### src/hw/mdt_regs.svh
/*
  Constants of the instruction decode and timing block: opcode field
  positions, instruction cycle length and reset values.
  Assumes it is included by its bare name from the package and modules.
*/
// Function
// [RQ1] Recognise 75 base instructions plus 8 extended stack-oriented instructions.
// [RQ2] One-word instruction is 16 bits: opcode plus operand fields.
// [RQ3] Exactly four instructions span two words, 32 bits in total.
// [RQ4] Second word has top four bits ones; alone it acts as no-op.
// [RQ5] One-word instruction: one cycle; two when test true or PC changes.
// [RQ6] Every two-word instruction takes two instruction cycles; a taken two-word branch here takes three.
// [RQ7] One instruction cycle spans four oscillator periods.
// [RQ8] Taken two-word branch occupies three instruction cycles.
// [RQ9] Byte instructions give file address, destination bit and access bit.
// [RQ10] Destination zero writes working register; one writes file register.
// [RQ11] Bit instructions give file address, bit number and access bit.
// [RQ12] Literal instructions give constant, optional pointer select, or nothing.
// [RQ13] Control instructions give address, call/return mode, table mode, or nothing.
// [RQ14] Access bit zero uses access bank; one uses bank select register.
// [RQ15] Call/return mode one uses shadow copies; zero leaves them alone.
// [RQ16] Table mode: no change, post-increment, post-decrement, pre-increment.
// [RQ17] File operand is 8-bit address or 2-bit indirect pointer designator.
// [RQ18] Word following a two-word first word is consumed as operand.
// [RQ19] Word fetched before an added cycle is discarded, no state change.
`ifndef MDT_REGS_SVH
`define MDT_REGS_SVH

// Instruction cycle length in oscillator periods
`define MDT_Q_PER_CYCLE 3'h4
// Second word marker in the top nibble
`define MDT_SECOND_MARK 4'hF
`define MDT_SECOND_POS 12
// Field positions
`define MDT_F_LSB 0
`define MDT_D_POS 9
`define MDT_A_POS 8
`define MDT_B_LSB 9
`define MDT_S_POS 0
`define MDT_PTR_LSB 4
// Reset values
`define MDT_IR_RESET 16'hF000
`define MDT_Q_RESET 2'h0

`endif

### src/hw/mdt_pkg.sv
/*
  Types of the instruction decode and timing block.
  Assumes mdt_regs.svh is on the include path.
*/
package mdt_pkg;
  `include "mdt_regs.svh"

  // Instruction class
  typedef enum logic [2:0]
  {
    MDT_CL_BYTE = 3'h0,
    MDT_CL_BIT = 3'h1,
    MDT_CL_LIT = 3'h2,
    MDT_CL_CTRL = 3'h3,
    MDT_CL_EXT = 3'h4,
    MDT_CL_NOP = 3'h5
  } mdt_class_e;

  // Table pointer behaviour
  typedef enum logic [1:0]
  {
    MDT_TB_NONE = 2'h0,
    MDT_TB_POSTINC = 2'h1,
    MDT_TB_POSTDEC = 2'h2,
    MDT_TB_PREINC = 2'h3
  } mdt_tbl_e;

  // Sequencer state
  typedef enum logic [1:0]
  {
    MDT_ST_EXEC = 2'h0,
    MDT_ST_WORD2 = 2'h1,
    MDT_ST_FLUSH = 2'h2
  } mdt_state_e;
endpackage

### src/hw/mdt_field_decode.sv
/*
  Combinational sorting of one 16-bit program word into class and operands.
  Assumes the word is stable in the last quarter of the instruction cycle, where it is sampled.
*/
`include "mdt_regs.svh"

module mdt_field_decode
  import mdt_pkg::*;
(
  // Program word
  input wire logic [15:0] word,
  // Decoded fields
  output mdt_pkg::mdt_class_e op_class,
  output logic two_word,
  output logic is_branch,
  output logic is_skip,
  output logic [7:0] file_addr,
  output logic dest_file,
  output logic use_bank,
  output logic [2:0] bit_num,
  output logic [7:0] literal,
  output logic [1:0] ptr_sel,
  output logic fast_mode,
  output logic [10:0] prog_addr,
  output mdt_pkg::mdt_tbl_e tbl_mode,
  output logic tbl_op
);
  import mdt_pkg::*;

  // Classify by opcode bits and pull out operand fields
  always_comb
  begin
    file_addr = word[`MDT_F_LSB +: 8]; // RQ17
    dest_file = word[`MDT_D_POS]; // RQ9
    use_bank = word[`MDT_A_POS]; // RQ14
    bit_num = word[`MDT_B_LSB +: 3]; // RQ11
    literal = word[7:0]; // RQ12
    ptr_sel = word[`MDT_PTR_LSB +: 2]; // RQ17
    fast_mode = word[`MDT_S_POS]; // RQ15
    prog_addr = word[10:0]; // RQ13
    tbl_mode = mdt_tbl_e'(word[1:0]); // RQ16
    tbl_op = (word[15:3] == 13'h0001); // RQ13
    two_word = 1'b0;
    is_branch = 1'b0;
    is_skip = 1'b0;
    op_class = MDT_CL_BYTE; // RQ2
    if (word[15:12] == `MDT_SECOND_MARK)
    begin
      op_class = MDT_CL_NOP; // RQ4
    end
    else if (word[15:12] >= 4'h7 && word[15:12] <= 4'hB)
    begin
      op_class = MDT_CL_BIT; // RQ11
      is_skip = (word[15:12] == 4'hA) || (word[15:12] == 4'hB);
    end
    else if (word[15:12] == 4'hC)
    begin
      op_class = MDT_CL_BYTE;
      two_word = 1'b1; // RQ3
    end
    else if (word[15:12] == 4'hD)
    begin
      op_class = MDT_CL_CTRL;
      is_branch = 1'b1;
    end
    else if (word[15:12] == 4'hE)
    begin
      op_class = MDT_CL_CTRL; // RQ13
      if (word[11:8] == 4'hC || word[11:8] == 4'hD || word[11:8] == 4'hF)
      begin
        two_word = 1'b1; // RQ3
        is_branch = 1'b1;
      end
      else if (word[11:8] == 4'hE)
      begin
        op_class = MDT_CL_LIT; // RQ12
        two_word = 1'b1; // RQ3
      end
      else if (word[11:8] == 4'h8 || word[11:8] == 4'hA)
      begin
        op_class = MDT_CL_EXT; // RQ1
      end
      else
      begin
        is_branch = 1'b1;
      end
    end
    else if (word[15:8] == 8'h0E || word[15:12] == 4'h0 && word[11:8] >= 4'h8)
    begin
      op_class = MDT_CL_LIT; // RQ12
    end
    else if (word[15:8] == 8'h00)
    begin
      op_class = MDT_CL_CTRL; // RQ13
      is_branch = (word[7:1] == 7'h08) || (word[7:1] == 7'h09);
    end
    else if (word[15:12] == 4'h6 && (word[11:9] == 3'h1 || word[11:9] == 3'h2))
    begin
      is_skip = 1'b1;
    end
  end
endmodule

### src/hw/mdt_decode_timing.sv
/*
  Instruction decode and cycle sequencer: splits each instruction cycle into
  four oscillator periods, latches the fetched word and issues decoded
  controls, extra no-op cycles and two-word operand handling.
  The word on fetch_word is taken only at the edge that closes the fourth
  quarter; in the other quarters the fetch path may still be settling.
  Decoded fields hold from one dispatch to the next, so an added cycle or an
  operand word leaves them untouched while the pulses say what happened.
  Assumes program memory presents the next word on fetch_word by the last
  quarter of each instruction cycle, and the datapath drives cond_true for
  skips and branches in that same quarter, from logic on clk_sys.
  Unconditional program counter changes report cond_true high as well.
  Two-word instructions take cond_true with their operand word instead.
*/
`include "mdt_regs.svh"

module mdt_decode_timing
  import mdt_pkg::*;
(
  // Clock and reset
  input wire logic clk_sys,
  input wire logic rst,
  // Fetch side
  input wire logic [15:0] fetch_word,
  input wire logic cond_true,
  // Cycle timing
  output logic [1:0] q_phase,
  output logic cycle_start,
  // Decoded controls
  output logic exec_valid,
  output mdt_pkg::mdt_class_e op_class,
  output logic [7:0] file_addr,
  output logic write_working_register,
  output logic write_file,
  output logic use_bank_select_register,
  output logic [2:0] bit_num,
  output logic [7:0] literal,
  output logic [1:0] indirect_pointer_register_sel,
  output logic fast_shadow,
  output logic [10:0] prog_addr,
  output mdt_pkg::mdt_tbl_e table_pointer_mode,
  output logic table_op,
  output logic [15:0] second_word,
  output logic second_valid,
  output logic insert_nop,
  output logic discard_fetch
);
  import mdt_pkg::*;

  // Whole state of the sequencer, registered in one place
  typedef struct packed {
    // Quarter counter, sequencer state and the word last dispatched
    logic [1:0] q;
    mdt_state_e st;
    logic [15:0] ir;
    // One-cycle markers of the instruction cycle
    logic cstart;
    logic ev;
    // Decoded fields, held until the next dispatch
    mdt_class_e cls;
    logic [7:0] fa;
    logic wwr;
    logic wf;
    logic ub;
    logic [2:0] bn;
    logic [7:0] lit;
    logic [1:0] ps;
    logic fs;
    logic [10:0] pa;
    mdt_tbl_e tm;
    logic to;
    // Operand word, pulses of the added cycle and the pending branch
    logic [15:0] w2;
    logic w2v;
    logic nop;
    logic disc;
    logic pend_br;
  } mdt_state_s;

  // Registered state and its next value
  mdt_state_s r;
  mdt_state_s next_r;
  // Raw outputs of the field decoder for the word on the fetch path
  mdt_class_e d_cls;
  mdt_tbl_e d_tm;
  logic d_two, d_br, d_skip, d_df, d_ub, d_fs, d_to;
  logic [7:0] d_fa, d_lit;
  logic [2:0] d_bn;
  logic [1:0] d_ps;
  logic [10:0] d_pa;

  ////////////////////////////////////////////////////////////////////////
  // Field decode of the word on the fetch path, sampled at the close of the fourth quarter
  mdt_field_decode u_dec
  (
    .word(fetch_word),
    .op_class(d_cls),
    .two_word(d_two),
    .is_branch(d_br),
    .is_skip(d_skip),
    .file_addr(d_fa),
    .dest_file(d_df),
    .use_bank(d_ub),
    .bit_num(d_bn),
    .literal(d_lit),
    .ptr_sel(d_ps),
    .fast_mode(d_fs),
    .prog_addr(d_pa),
    .tbl_mode(d_tm),
    .tbl_op(d_to)
  );

  ////////////////////////////////////////////////////////////////////////
  // Next state: quarter counter and per-cycle dispatch
  always_comb
  begin
    // Fields hold by default, pulses fall after one cycle
    next_r = r;
    next_r.cstart = 1'b0;
    next_r.ev = 1'b0;
    next_r.w2v = 1'b0;
    next_r.nop = 1'b0;
    next_r.disc = 1'b0;
    // Count quarters; the fourth closes the instruction cycle
    next_r.q = r.q + 2'h1; // RQ7
    if (r.q == 2'(`MDT_Q_PER_CYCLE - 3'h1))
    begin
      next_r.q = `MDT_Q_RESET;
      next_r.cstart = 1'b1;
      case (r.st)
        // First word: latch its fields and choose what the next cycle is
        MDT_ST_EXEC:
        begin
          next_r.ir = fetch_word;
          next_r.ev = 1'b1;
          next_r.cls = d_cls; // RQ1
          next_r.fa = d_fa; // RQ9
          next_r.wwr = (d_cls == MDT_CL_BYTE) && !d_df; // RQ10
          next_r.wf = (d_cls == MDT_CL_BYTE) && d_df; // RQ10
          next_r.ub = d_ub; // RQ14
          next_r.bn = d_bn; // RQ11
          next_r.lit = d_lit; // RQ12
          next_r.ps = d_ps; // RQ17
          next_r.fs = d_fs; // RQ15
          next_r.pa = d_pa; // RQ13
          next_r.tm = d_tm; // RQ16
          next_r.to = d_to; // RQ16
          next_r.pend_br = d_br;
          // A two-word first word always waits for its operand; a taken test
          // or branch on a one-word instruction adds one empty cycle
          if (d_two)
          begin
            next_r.st = MDT_ST_WORD2; // RQ18
          end
          else if ((d_skip && cond_true) || (d_br && cond_true))
          begin
            next_r.st = MDT_ST_FLUSH; // RQ5
          end
        end
        // Operand word: hand it over, never dispatch it as an instruction
        MDT_ST_WORD2:
        begin
          next_r.w2 = fetch_word; // RQ18
          next_r.w2v = 1'b1; // RQ6
          // A taken two-word branch adds a third, empty cycle
          next_r.st = (r.pend_br && cond_true) ? MDT_ST_FLUSH : MDT_ST_EXEC; // RQ8
        end
        // Added cycle: the word fetched in it is dropped, nothing dispatched
        MDT_ST_FLUSH:
        begin
          next_r.nop = 1'b1; // RQ5
          next_r.disc = 1'b1; // RQ19
          next_r.st = MDT_ST_EXEC;
        end
        // Unused code: fall back to dispatch
        default:
        begin
          next_r.st = MDT_ST_EXEC;
        end
      endcase
    end
  end

  ////////////////////////////////////////////////////////////////////////
  // State register
  always_ff @(posedge clk_sys)
  begin
    if (rst)
    begin
      // Fields and pulses clear; the held word reads as a no-op so that
      // nothing downstream mistakes the reset state for a dispatch
      r <= '0;
      r.ir <= `MDT_IR_RESET;
      r.cls <= MDT_CL_NOP;
    end
    else
    begin
      r <= next_r;
    end
  end

  // Outputs straight from the state register
  assign q_phase = r.q;
  assign cycle_start = r.cstart;
  assign exec_valid = r.ev;
  // Decoded fields, held between dispatches
  assign op_class = r.cls;
  assign file_addr = r.fa;
  assign write_working_register = r.wwr;
  assign write_file = r.wf;
  assign use_bank_select_register = r.ub;
  assign bit_num = r.bn;
  assign literal = r.lit;
  assign indirect_pointer_register_sel = r.ps;
  assign fast_shadow = r.fs;
  assign prog_addr = r.pa;
  assign table_pointer_mode = r.tm;
  assign table_op = r.to;
  // Operand word and the pulses of added cycles
  assign second_word = r.w2;
  assign second_valid = r.w2v;
  assign insert_nop = r.nop;
  assign discard_fetch = r.disc;
endmodule

### config.mk
export PLATFORM = sky130hd
export DESIGN_NAME = mdt_decode_timing
export DESIGN_NICKNAME = d
export VERILOG_FILES = /design/src/hw/mdt_pkg.sv /design/src/hw/mdt_field_decode.sv /design/src/hw/mdt_decode_timing.sv
export VERILOG_INCLUDE_DIRS = /design/src /design/src/hw
export SDC_FILE = /design/constraint.sdc
export NUM_CORES = 1
export LEC_CHECK = 0
export ABC_AREA = 0
export BUFFER_PORTS_ARGS = -buffer_cell sky130_fd_sc_hd__buf_2
export CAP_MARGIN = 20
export CORE_ASPECT_RATIO = 0.9
export CORE_UTILIZATION = 40
export CTS_CLUSTER_DIAMETER = 40
export DETAILED_ROUTE_END_ITERATION = 8
export PLACE_DENSITY = 0.71
export RECOVER_POWER = 50
export SLEW_MARGIN = 40
export SYNTH_ARGS = -nofsm -noshare
export SYNTH_HDL_FRONTEND = slang
export SYNTH_HIERARCHICAL = 1
export SYNTH_SLANG_ARGS = --single-unit
### constraint.sdc
create_clock -name clk_sys -period 2.7 [get_ports clk_sys]
set_input_delay 0.54 -clock clk_sys [delete_from_list [all_inputs] [get_ports clk_sys]]
set_output_delay 0.54 -clock clk_sys [all_outputs]
set_load 0.03 [all_outputs]
==> reports/summary.txt, run 1 <==
max-cap check violation count - 1
num ports - 84
total routed wirelength - 7169 um
via count - 2443
share of cells above drive strength 1 - 0.09950
Worst Path Arrival - 2.39 ns
Die Y - 88.34 um
post-route ant nets - 0
root buf cell - clkbuf_8
CTS tree - built
relative slew slack - -0.1384
syn avg cell area - 7.945 um^2
minimum clock period - 2.187 ns
violations in the final reports - design-rule violations, max-capacitance violations, max-slew violations
Die W - 97.94 um
dpl hpwl - 4901 um
Post-synth ARST share - 0
Max clock buf depth - 2
first-pass GRT wire length - 10900 um
area leader, netlist - dfxtp_1
clk sinks - 67
initial antenna violation count - 0
FMAX - 0.4572 GHz
Seq cells post-synth - 67
RSZ-0062 raised after global routing - no
CTS Hold Buffers Added - 0
input/output buffers - 83
Setup crit end kind - register
Initial Utilization - 0.4127
setup TNS - 0 ns
row count - 31
Final Cycle Share - 0.8101
Seq/Total Area, Yosys - 0.4048
Least-Margin Pin Slew - 1.708 ns
Worst EP required - 2.91 ns
number of synthesized flops with an enable pin - 0
PnR Total Power - 2.065 mW
CP Class - in2reg
Post-CTS Resized - 0
Setup crit start kind - input pin
clock latency on the worst-skew pair - 0.35 ns
top-area cell type share of the netlist area - 0.4048
core outline area - 8029 um^2
ys flop type - dfxtp_1
largest net degree at the start of global routing - 45
yosys warns - 6
CP Cell Sequence - clkbuf_1 -> clkbuf_2 -> nor2_1
vias per cell - 4.876
Final Skew - 0.01117 ns
Static Leak - 1.081 nW
Power Density - 659.6 nW/um^2
outcome - complete, but fails checks
GPL Wtd Cong - 0.7633
CP peak stage delay - 1.20 ns
most frequent cells in the layout - nand2_1, dfxtp_1, clkbuf_1
Slew Viols, Final - 40
vias in the first global route - 2107
Worst VDD drop - 0.0002511 V
post-CTS setup buffer count - 0
crit path max fanout - 39
cells after synthesis - 417
DIE AREA - 8652 um^2
synthesis-to-layout area growth - -5.514%
unique cell type count in the Yosys netlist - 32
Critical-path top delay cell - clkbuf_1
GRT Util Overall - 0.1676
clock buffer count from CTS - 9
DR iter-0 viols - 140
grt total ovfl - 0
Synth Cell Area - 3313 um^2
commonest non-fill, non-tap cell in the layout - nand2_1
DR DRC count - 5
Antenna Cells - 0
syn nets - 437
ranking of synthesized cells by area - dfxtp_1, buf_4, nand2_1
Final Hold Vio Count - 0
drt first pass iters - 8
routed length per instance - 14.31 um
# nets final - 418
HP Class - reg2reg
Final setup viols - 0
H-tree Lvls - 3
Worst-path clk slew - 0.06 ns
metal layers:
layer,up-vias,GRT usage,share of wire
met5,-,0,0
met4,0,0.05372,0.0088
met2,81,0.2606,0.45
li1,1219,-,-
met3,6,0.06793,0.066
met1,1137,0.2134,0.47
final cells by class:
type / count / area [um^2]
Clock inverter: 5 / 55.05
Fill cell: 884 / 4898
Multi-Input combinational cell: 232 / 1115
Timing Repair Buffer: 87 / 364.1
Clock buffer: 10 / 127.6
Inverter: 1 / 3.754
Tap cell: 99 / 123.9
Sequential cell: 67 / 1341
logic make-up (layout without fill, tap and decap cells):
kind of cell | after synthesis | in the layout | synth area share
xor gates and xnor gates | 1 | 1 | 0.002644
and+or+nand+nor | 159 | 159 | 0.2175
AOI/OAI and AO/OA | 71 | 71 | 0.1125
DFF | 67 | 67 | 0.4048
adders and majority gates | 1 | 1 | 0.003776
buffers and inverters | 118 | 103 | 0.2587
flip-flops by register name (all words and copies together), names as in the netlist, 2 cells and up:
| signal | cells |
|---|---|
| table_pointer_mode | 2 |
| op_class | 3 |
| r | 3 |
| prog_addr | 11 |
| file_addr | 8 |
| q_phase | 2 |
| indirect_pointer_register_sel | 2 |
| bit_num | 3 |
| literal | 8 |
| second_word | 16 |
metrics by stage:
step | utilization | setup slack [ns] | hold slack, ns | std cells | instance area [um^2]
3_3_place_gp | 0.3773 | 0.7401 | 0.4240 | 486 | 3029
3_5_place_dp | 0.3773 | 0.6747 | 0.4375 | 486 | 3029
2_1_floorplan | - | 1.074 | 0.4207 | 417 | 3313
5_1_grt | 0.3899 | 0.3488 | 0.4711 | 501 | 3131
6_report | 0.3899 | 0.5128 | 0.4447 | 501 | 3131
4_1_cts | 0.4000 | 0.6783 | 0.4488 | 501 | 3212
cell usage after synthesis (4+ instances only):
cell type / instances
clkbuf_1: 7
nand2_1: 120
a21oi_1: 62
buf_2: 6
nor2b_1: 7
buf_4: 98
dfxtp_1: 67
buf_6: 5
nand3_1: 4
nand3b_1: 4
nor3_1: 4
where the power goes:
part / leakage (nW) / total, mW / internal [mW] / switching [mW]
combinational: 0.451 / 0.235 / 0.0599 / 0.175
sequential: 0.542 / 1.03 / 1.02 / 0.0164
clock: 0.0881 / 0.795 / 0.418 / 0.377
total: 1.08 / 2.06 / 1.50 / 0.569
path summary, 6_finish.rpt:
kind,startpoint,to,slack (ns),depth (start not counted)
worst max register to register,q_phase[0],literal[4],0.63,5
worst max-delay path,rst,second_valid,0.51,3
worst min-delay path,q_phase[0],q_phase[0],0.44,1
worst min register to register,q_phase[0],q_phase[0],0.44,1
worst max-delay path: cells and delay by family:
| family | cells | cell delay, ns |
|---|---|---|
| buffers and inverters | 2 | 1.75 |
| AND/OR/NAND/NOR | 1 | 0.09 |
Power figures use the tool's default switching activity.
==> inputs of run 2 (changes only) <==
Clock period 2.7 ns to 2.1 ns, I/O delays scaled along.
==> reports/summary.txt, run 2 (synthesis results as in run 1) <==
FF-to-FF End - bit_num[2] (was literal[4])
clock latency on the worst-skew pair - 0.34 ns (was 0.35 ns)
core outline area - 8029 um^2 (unchanged)
violations in the final reports - design-rule violations (was design-rule violations, max-capacitance violations, max-slew violations)
# nets final - 421 (was 418)
drt first pass iters - 6 (was 8)
outcome - complete, but fails checks (unchanged)
Max clock buf depth - 2 (unchanged)
crit path max fanout - 26 (was 39)
Reg2Reg Depth - 6 (was 5)
FILL cells - 866 (was 884)
cell area after layout - 3227 um^2 (was 3131 um^2)
Post-CTS Resized - 0 (unchanged)
setup TNS - 0 ns (unchanged)
Slew Viols, Final - 0 (was 40)
setup slack, reg-to-reg - 0.58 ns (was 0.63 ns)
Worst EP required - 2.37 ns (was 2.91 ns)
Critical-path top delay cell - dfxtp_1 (was clkbuf_1)
Antenna Cells - 0 (unchanged)
minimum clock period - 1.521 ns
share of cells above drive strength 1 - 0.1158 (was 0.09950)
GPL Wtd Cong - 0.8073 (was 0.7633)
dpl hpwl - 4918 um (was 4901 um)
Least-Margin Pin Slew - 0.4289 ns (was 1.708 ns)
placed insts - 489 (was 486)
Final Skew - 0.007291 ns (was 0.01117 ns)
Worst VDD drop - 0.0003023 V (was 0.0002511 V)
most frequent cells in the layout - nand2_1, dfxtp_1, a21oi_1 (was nand2_1, dfxtp_1, clkbuf_1)
post-route ant nets - 0 (unchanged)
Initial Utilization - 0.4127 (unchanged)
num ports - 84 (unchanged)
worst hold slack - 0.3741 ns (was 0.4447 ns)
Die Y - 88.34 um (unchanged)
CTS Hold Buffers Added - 0 (unchanged)
via count - 2440 (was 2443)
WHS Path Cells - 3 (was 1)
clk sinks - 67 (unchanged)
post-CTS setup buffer count - 0 (unchanged)
clock buffer count from CTS - 9 (unchanged)
Die W - 97.94 um (unchanged)
CP Cell Sequence - ha_1 -> buf_4 -> nor3b_4 -> buf_4 -> nand2_1 -> a21oi_1 (was clkbuf_1 -> clkbuf_2 -> nor2_1)
GRT Util Overall - 0.1658 (was 0.1676)
reg2reg start - q_phase[0] (unchanged)
vias in the first global route - 2115 (was 2107)
root buf cell - clkbuf_8 (unchanged)
CP peak stage delay - 0.35 ns (was 1.20 ns)
first-pass GRT wire length - 10870 um (was 10900 um)
commonest non-fill, non-tap cell in the layout - nand2_1 (unchanged)
FMAX - 0.6574 GHz
worst hold path endpoint - r[81] (was q_phase[0])
Final Cycle Share - 0.7244
Final Hold Vio Count - 0 (unchanged)
routed length per instance - 13.95 um (was 14.31 um)
total routed wirelength - 7045 um (was 7169 um)
initial antenna violation count - 0 (unchanged)
H-tree Lvls - 3 (unchanged)
most frequent cell on the critical path - buf_4
DR DRC count - 7 (was 5)
Static Leak - 1.146 nW (was 1.081 nW)
Setup crit start kind - register (was input pin)
vias per cell - 4.832 (was 4.876)
Worst Path Arrival - 1.79 ns (was 2.39 ns)
DIE AREA - 8652 um^2 (unchanged)
Largest register FFs - 16 (unchanged)
Non-Filler Instances - 505 (was 501)
Worst Min Path Start - cond_true (was q_phase[0])
HP Class - in2reg (was reg2reg)
relative slew slack - 0.7153 (was -0.1384)
Final setup viols - 0 (unchanged)
placed cell areas - 3077 um^2 (was 3029 um^2)
Setup crit end kind - register (unchanged)
CTS tree - built (unchanged)
DR iter-0 viols - 153 (was 140)
row count - 31 (unchanged)
input/output buffers - 83 (unchanged)
Power Density - 882.4 nW/um^2 (was 659.6 nW/um^2)
CP Class - reg2reg (was in2reg)
RSZ-0062 raised after global routing - no (unchanged)
max-cap check violation count - 0 (was 1)
Worst-path clk slew - 0.07 ns (was 0.06 ns)
grt total ovfl - 0 (unchanged)
largest net degree at the start of global routing - 48 (was 45)
synthesis-to-layout area growth - -2.606% (was -5.514%)
Core Util, Final - 0.4019 (was 0.3899)
-- run 2: where the power goes --
group          internal [mW]  leakage [nW]  switching (mW)
Sequential              1.31         0.542          0.0207
Combinational         0.0854         0.486           0.223
Clock                  0.727         0.119           0.481
-- run 2: layer usage --
| metal | track usage | routed length [um] | vias up |
|---|---|---|---|
| met1 | 0.2176 | 3269 | 1132 |
| li1 | - | - | 1223 |
| met4 | 0.05372 | 112 | 0 |
| met2 | 0.2554 | 3252 | 76 |
| met5 | 0 | 0 | - |
| met3 | 0.05924 | 411 | 9 |
-- run 2: worst max path at each step --
stage | slack (ns) | depth (start not counted) | to | startpoint
detailed placement | 0.32 | 7 | write_working_register | fetch_word[10]
global placement | 0.36 | 7 | write_file | fetch_word[10]
CTS | 0.59 | 6 | bit_num[2] | q_phase[0]
finish | 0.58 | 6 | bit_num[2] | q_phase[0]
global route | 0.46 | 6 | write_file | q_phase[0]
floorplan | 0.59 | 7 | r[81] | fetch_word[15]
-- run 2: stage by stage --
stage,power (mW),setup WS [ns]
after floorplan,1.670,0.5938
after global placement,1.672,0.3574
after detailed placement,1.678,0.3184
after CTS,2.898,0.5872
after global routing,2.980,0.4643
final,2.847,0.5789
-- run 2: layout make-up --
cell class	count	area, um^2	area share
clock inverter	5	75.07	0.02326
tap	99	123.9	0.03839
multi-input combinational	232	1115	0.3455
clock buffer	11	151.4	0.04692
sequential	67	1341	0.4157
inverter	1	3.754	0.001163
timing repair buffer	90	416.7	0.1291
-- run 2: critical path: cells and delay by family (launching register included) --
kind,cells,cell delay (ns)
buf+inv,2,0.47
flops,1,0.35
compound gates,1,0.13
simple gates,2,0.34
fa+ha+maj,1,0.16
==> inputs of run 3 (changes only) <==
Settings changed: ABC_AREA 0 to 1, PLACE_DENSITY 0.71 to 0.73.
Clock period 2.1 ns to 1.2 ns, I/O delays scaled along.
==> reports/summary.txt, run 3 <==
cells after synthesis - 443 (was 417)
delay-heaviest family, CP - buffers and inverters (unchanged)
vias in the first global route - 2405 (was 2115)
share of cells above drive strength 1 - 0.3475 (was 0.1158)
DR iter-0 viols - 109 (was 153)
max-cap check violation count - 0 (unchanged)
input/output buffers - 83 (unchanged)
most frequent cells in the layout - nor2_1, buf_2, dfxtp_1 (was nand2_1, dfxtp_1, a21oi_1)
top-area cell type share of the netlist area - 0.4076 (was 0.4048)
DIE AREA - 8594 um^2 (was 8652 um^2)
post-route ant nets - 0 (unchanged)
Initial Utilization - 0.4098 (was 0.4127)
largest net degree at the start of global routing - 61 (was 48)
slack of the critical path - -0.07101 ns (was 0.5789 ns)
Final Cycle Share - 1.059
initial antenna violation count - 0 (unchanged)
via count - 2569 (was 2440)
outcome - complete, but fails checks (unchanged)
FMAX - 0.7868 GHz
relative slew slack - 0.8396 (was 0.7153)
H-tree Lvls - 3 (unchanged)
dpl hpwl - 5049 um (was 4918 um)
crit path max fanout - 2 (was 26)
Least-Margin Pin Slew - 0.2380 ns (was 0.4289 ns)
metal3 WL - 476 um (was 411 um)
clock buffer count from CTS - 9 (unchanged)
RSZ-0062 raised after global routing - yes (was no)
drt first pass iters - 6 (unchanged)
simple-gate share of the synthesized area - 0.2243 (was 0.2175)
CP peak stage delay - 0.33 ns (was 0.35 ns)
Post-synth top cells - nor2_1, buf_4, dfxtp_1, o21ai_0, nand2_1 (was nand2_1, buf_4, dfxtp_1, a21oi_1)
DR DRC count - 16 (was 7)
synthesis-to-layout area growth - 11.75% (was -2.606%)
yosys warns - 6 (unchanged)
Worst-path clk slew - 0.07 ns (about the same)
Die W - 97.61 um (was 97.94 um)
XOR/XNOR Fraction of Synth Area - 0 (was 0.002644)
row count - 31 (unchanged)
GRT Util Overall - 0.1749 (was 0.1658)
most common cell in the netlist - nor2_1 (was nand2_1)
Worst VDD drop - 0.0006941 V (was 0.0003023 V)
Final setup viols - 3 (was 0)
Antenna Cells - 0 (unchanged)
Critical-path top delay cell - dfxtp_2 (was dfxtp_1)
Worst EP required - 0.96 ns (was 2.37 ns)
PnR Total Power - 5.403 mW (was 2.847 mW)
clk sinks - 67 (unchanged)
Setup crit end kind - primary output (was register)
Largest register FFs - 16 (unchanged)
Static Leak - 1.787 nW (was 1.146 nW)
commonest non-fill, non-tap cell in the layout - nor2_1 (was nand2_1)
Metal-1 WL - 3256 um (was 3269 um)
core outline area - 8029 um^2 (unchanged)
Slew Viols, Final - 0 (unchanged)
Power Density - 1469 nW/um^2 (was 882.4 nW/um^2)
Seq cells post-synth - 67 (unchanged)
routed length per instance - 12.76 um (was 13.95 um)
CP Class - reg2out (was reg2reg)
setup slack, reg-to-reg - 0 ns (was 0.58 ns)
worst hold slack - 0.1483 ns (was 0.3741 ns)
total routed wirelength - 7247 um (was 7045 um)
syn avg cell area - 7.428 um^2 (was 7.945 um^2)
critical path buffer and inverter count - 3 (was 2)
root buf cell - clkbuf_8 (unchanged)
minimum clock period - 1.271 ns
HP Class - in2reg (unchanged)
routed length on met2 - 3484 um (was 3252 um)
first-pass GRT wire length - 11590 um (was 10870 um)
GPL Wtd Cong - 0.8333 (was 0.8073)
Final Hold Vio Count - 0 (unchanged)
vias per cell - 4.523 (was 4.832)
Worst Path Arrival - 1.03 ns (was 1.79 ns)
syn nets - 463 (was 437)
multiplexer area fraction after synthesis - 0.003042 (was 0)
most frequent cell on the critical path - buf_6 (was buf_4)
ranking of synthesized cells by area - dfxtp_1, buf_4, nor2_1 (was dfxtp_1, buf_4, nand2_1)
top layer in use - met4 (unchanged)
CP Cell Sequence - buf_4 -> buf_6 -> buf_6 (was ha_1 -> buf_4 -> nor3b_4 -> buf_4 -> nand2_1 -> a21oi_1)
post-synthesis compound-gate area fraction - 0.09924 (was 0.1125)
synthesized-area fraction occupied by adder cells - 0.003802 (was 0.003776)
unique cell type count in the Yosys netlist - 26 (was 32)
Die Y - 88.05 um (was 88.34 um)
# nets final - 484 (was 421)
ys flop type - dfxtp_1 (unchanged)
clock latency on the worst-skew pair - 0.34 ns (about the same)
number of synthesized flops with an enable pin - 0 (unchanged)
Seq/Total Area, Yosys - 0.4076 (was 0.4048)
area leader, netlist - dfxtp_1 (unchanged)
Setup crit start kind - register (unchanged)
Post-synth ARST share - 0 (unchanged)
num ports - 84 (unchanged)
CTS Hold Buffers Added - 0 (unchanged)
CTS tree - built (unchanged)
Final Skew - 0.004948 ns (was 0.007291 ns)
grt total ovfl - 0 (unchanged)
largest family of logic cells by synthesized area - buffers and inverters (unchanged)
Max clock buf depth - 2 (unchanged)
Synth Cell Area - 3291 um^2 (was 3313 um^2)
violations in the final reports - design-rule violations, negative setup slack (was design-rule violations)
## run 3: what timing repair did
item / 4_1_cts / 5_1_grt
setup buffers: 0 / 1
endpoints found under the setup margin: 60 / 52
cloned: 0 / 1
resized for setup: 14 / 35
pin swaps: 2 / 1
## run 3: final cells by class
class | instances | area, um^2
Fill cell | 810 | 4352
Sequential cell | 67 | 1344
Multi-Input combinational cell | 245 | 1125
Timing Repair Buffer | 119 | 770.7
Clock buffer | 10 | 137.6
Tap cell | 99 | 123.9
Clock inverter | 6 | 88.84
Inverter | 22 | 87.58
## run 3: final timing paths
path	cells after the start	start	end
max	3	q_phase[0]	q_phase[0]
min	2	rst	q_phase[0]
max reg2reg	7	q_phase[1]	second_word[11]
min reg2reg	2	op_class[2]	op_class[2]
## run 3: logic make-up (layout without fill, tap and decap cells)
family          count (synthesis)  in the layout
compound gates                 64             64
fa+ha+maj                       1              1
buf+inv                       131            157
flops                          67             67
mux                             1              1
simple gates                  179            179
## run 3: metal layers
metal  up-vias  GRT usage
li1       1340          -
met1      1154     0.2076
met2        70     0.2979
met3         5    0.06704
met4         0    0.04959
met5         -          0
## run 3: where the power goes
group	internal [mW]	total [mW]	leakage (nW)	switching, mW
registers	2.34	2.40	0.544	0.0586
logic	0.341	0.917	1.13	0.575
clock network	1.23	2.09	0.108	0.862
## run 3: metrics by stage
| step | cell area [um^2] | util | cells | setup slack [ns] | setup TNS, ns |
|---|---|---|---|---|---|
| finish | 3677 | 0.4580 | 568 | -0.07101 | -0.08052 |
| global route | 3677 | 0.4580 | 568 | -0.1109 | -1.626 |
| CTS | 3610 | 0.4496 | 566 | -0.009124 | -0.03355 |
| detailed placement | 3356 | 0.4180 | 550 | -0.2214 | -2.098 |
| global placement | 3356 | 0.4180 | 550 | -0.1712 | -0.7159 |
| floorplan | 3303 | - | 443 | 0.03762 | 0 |
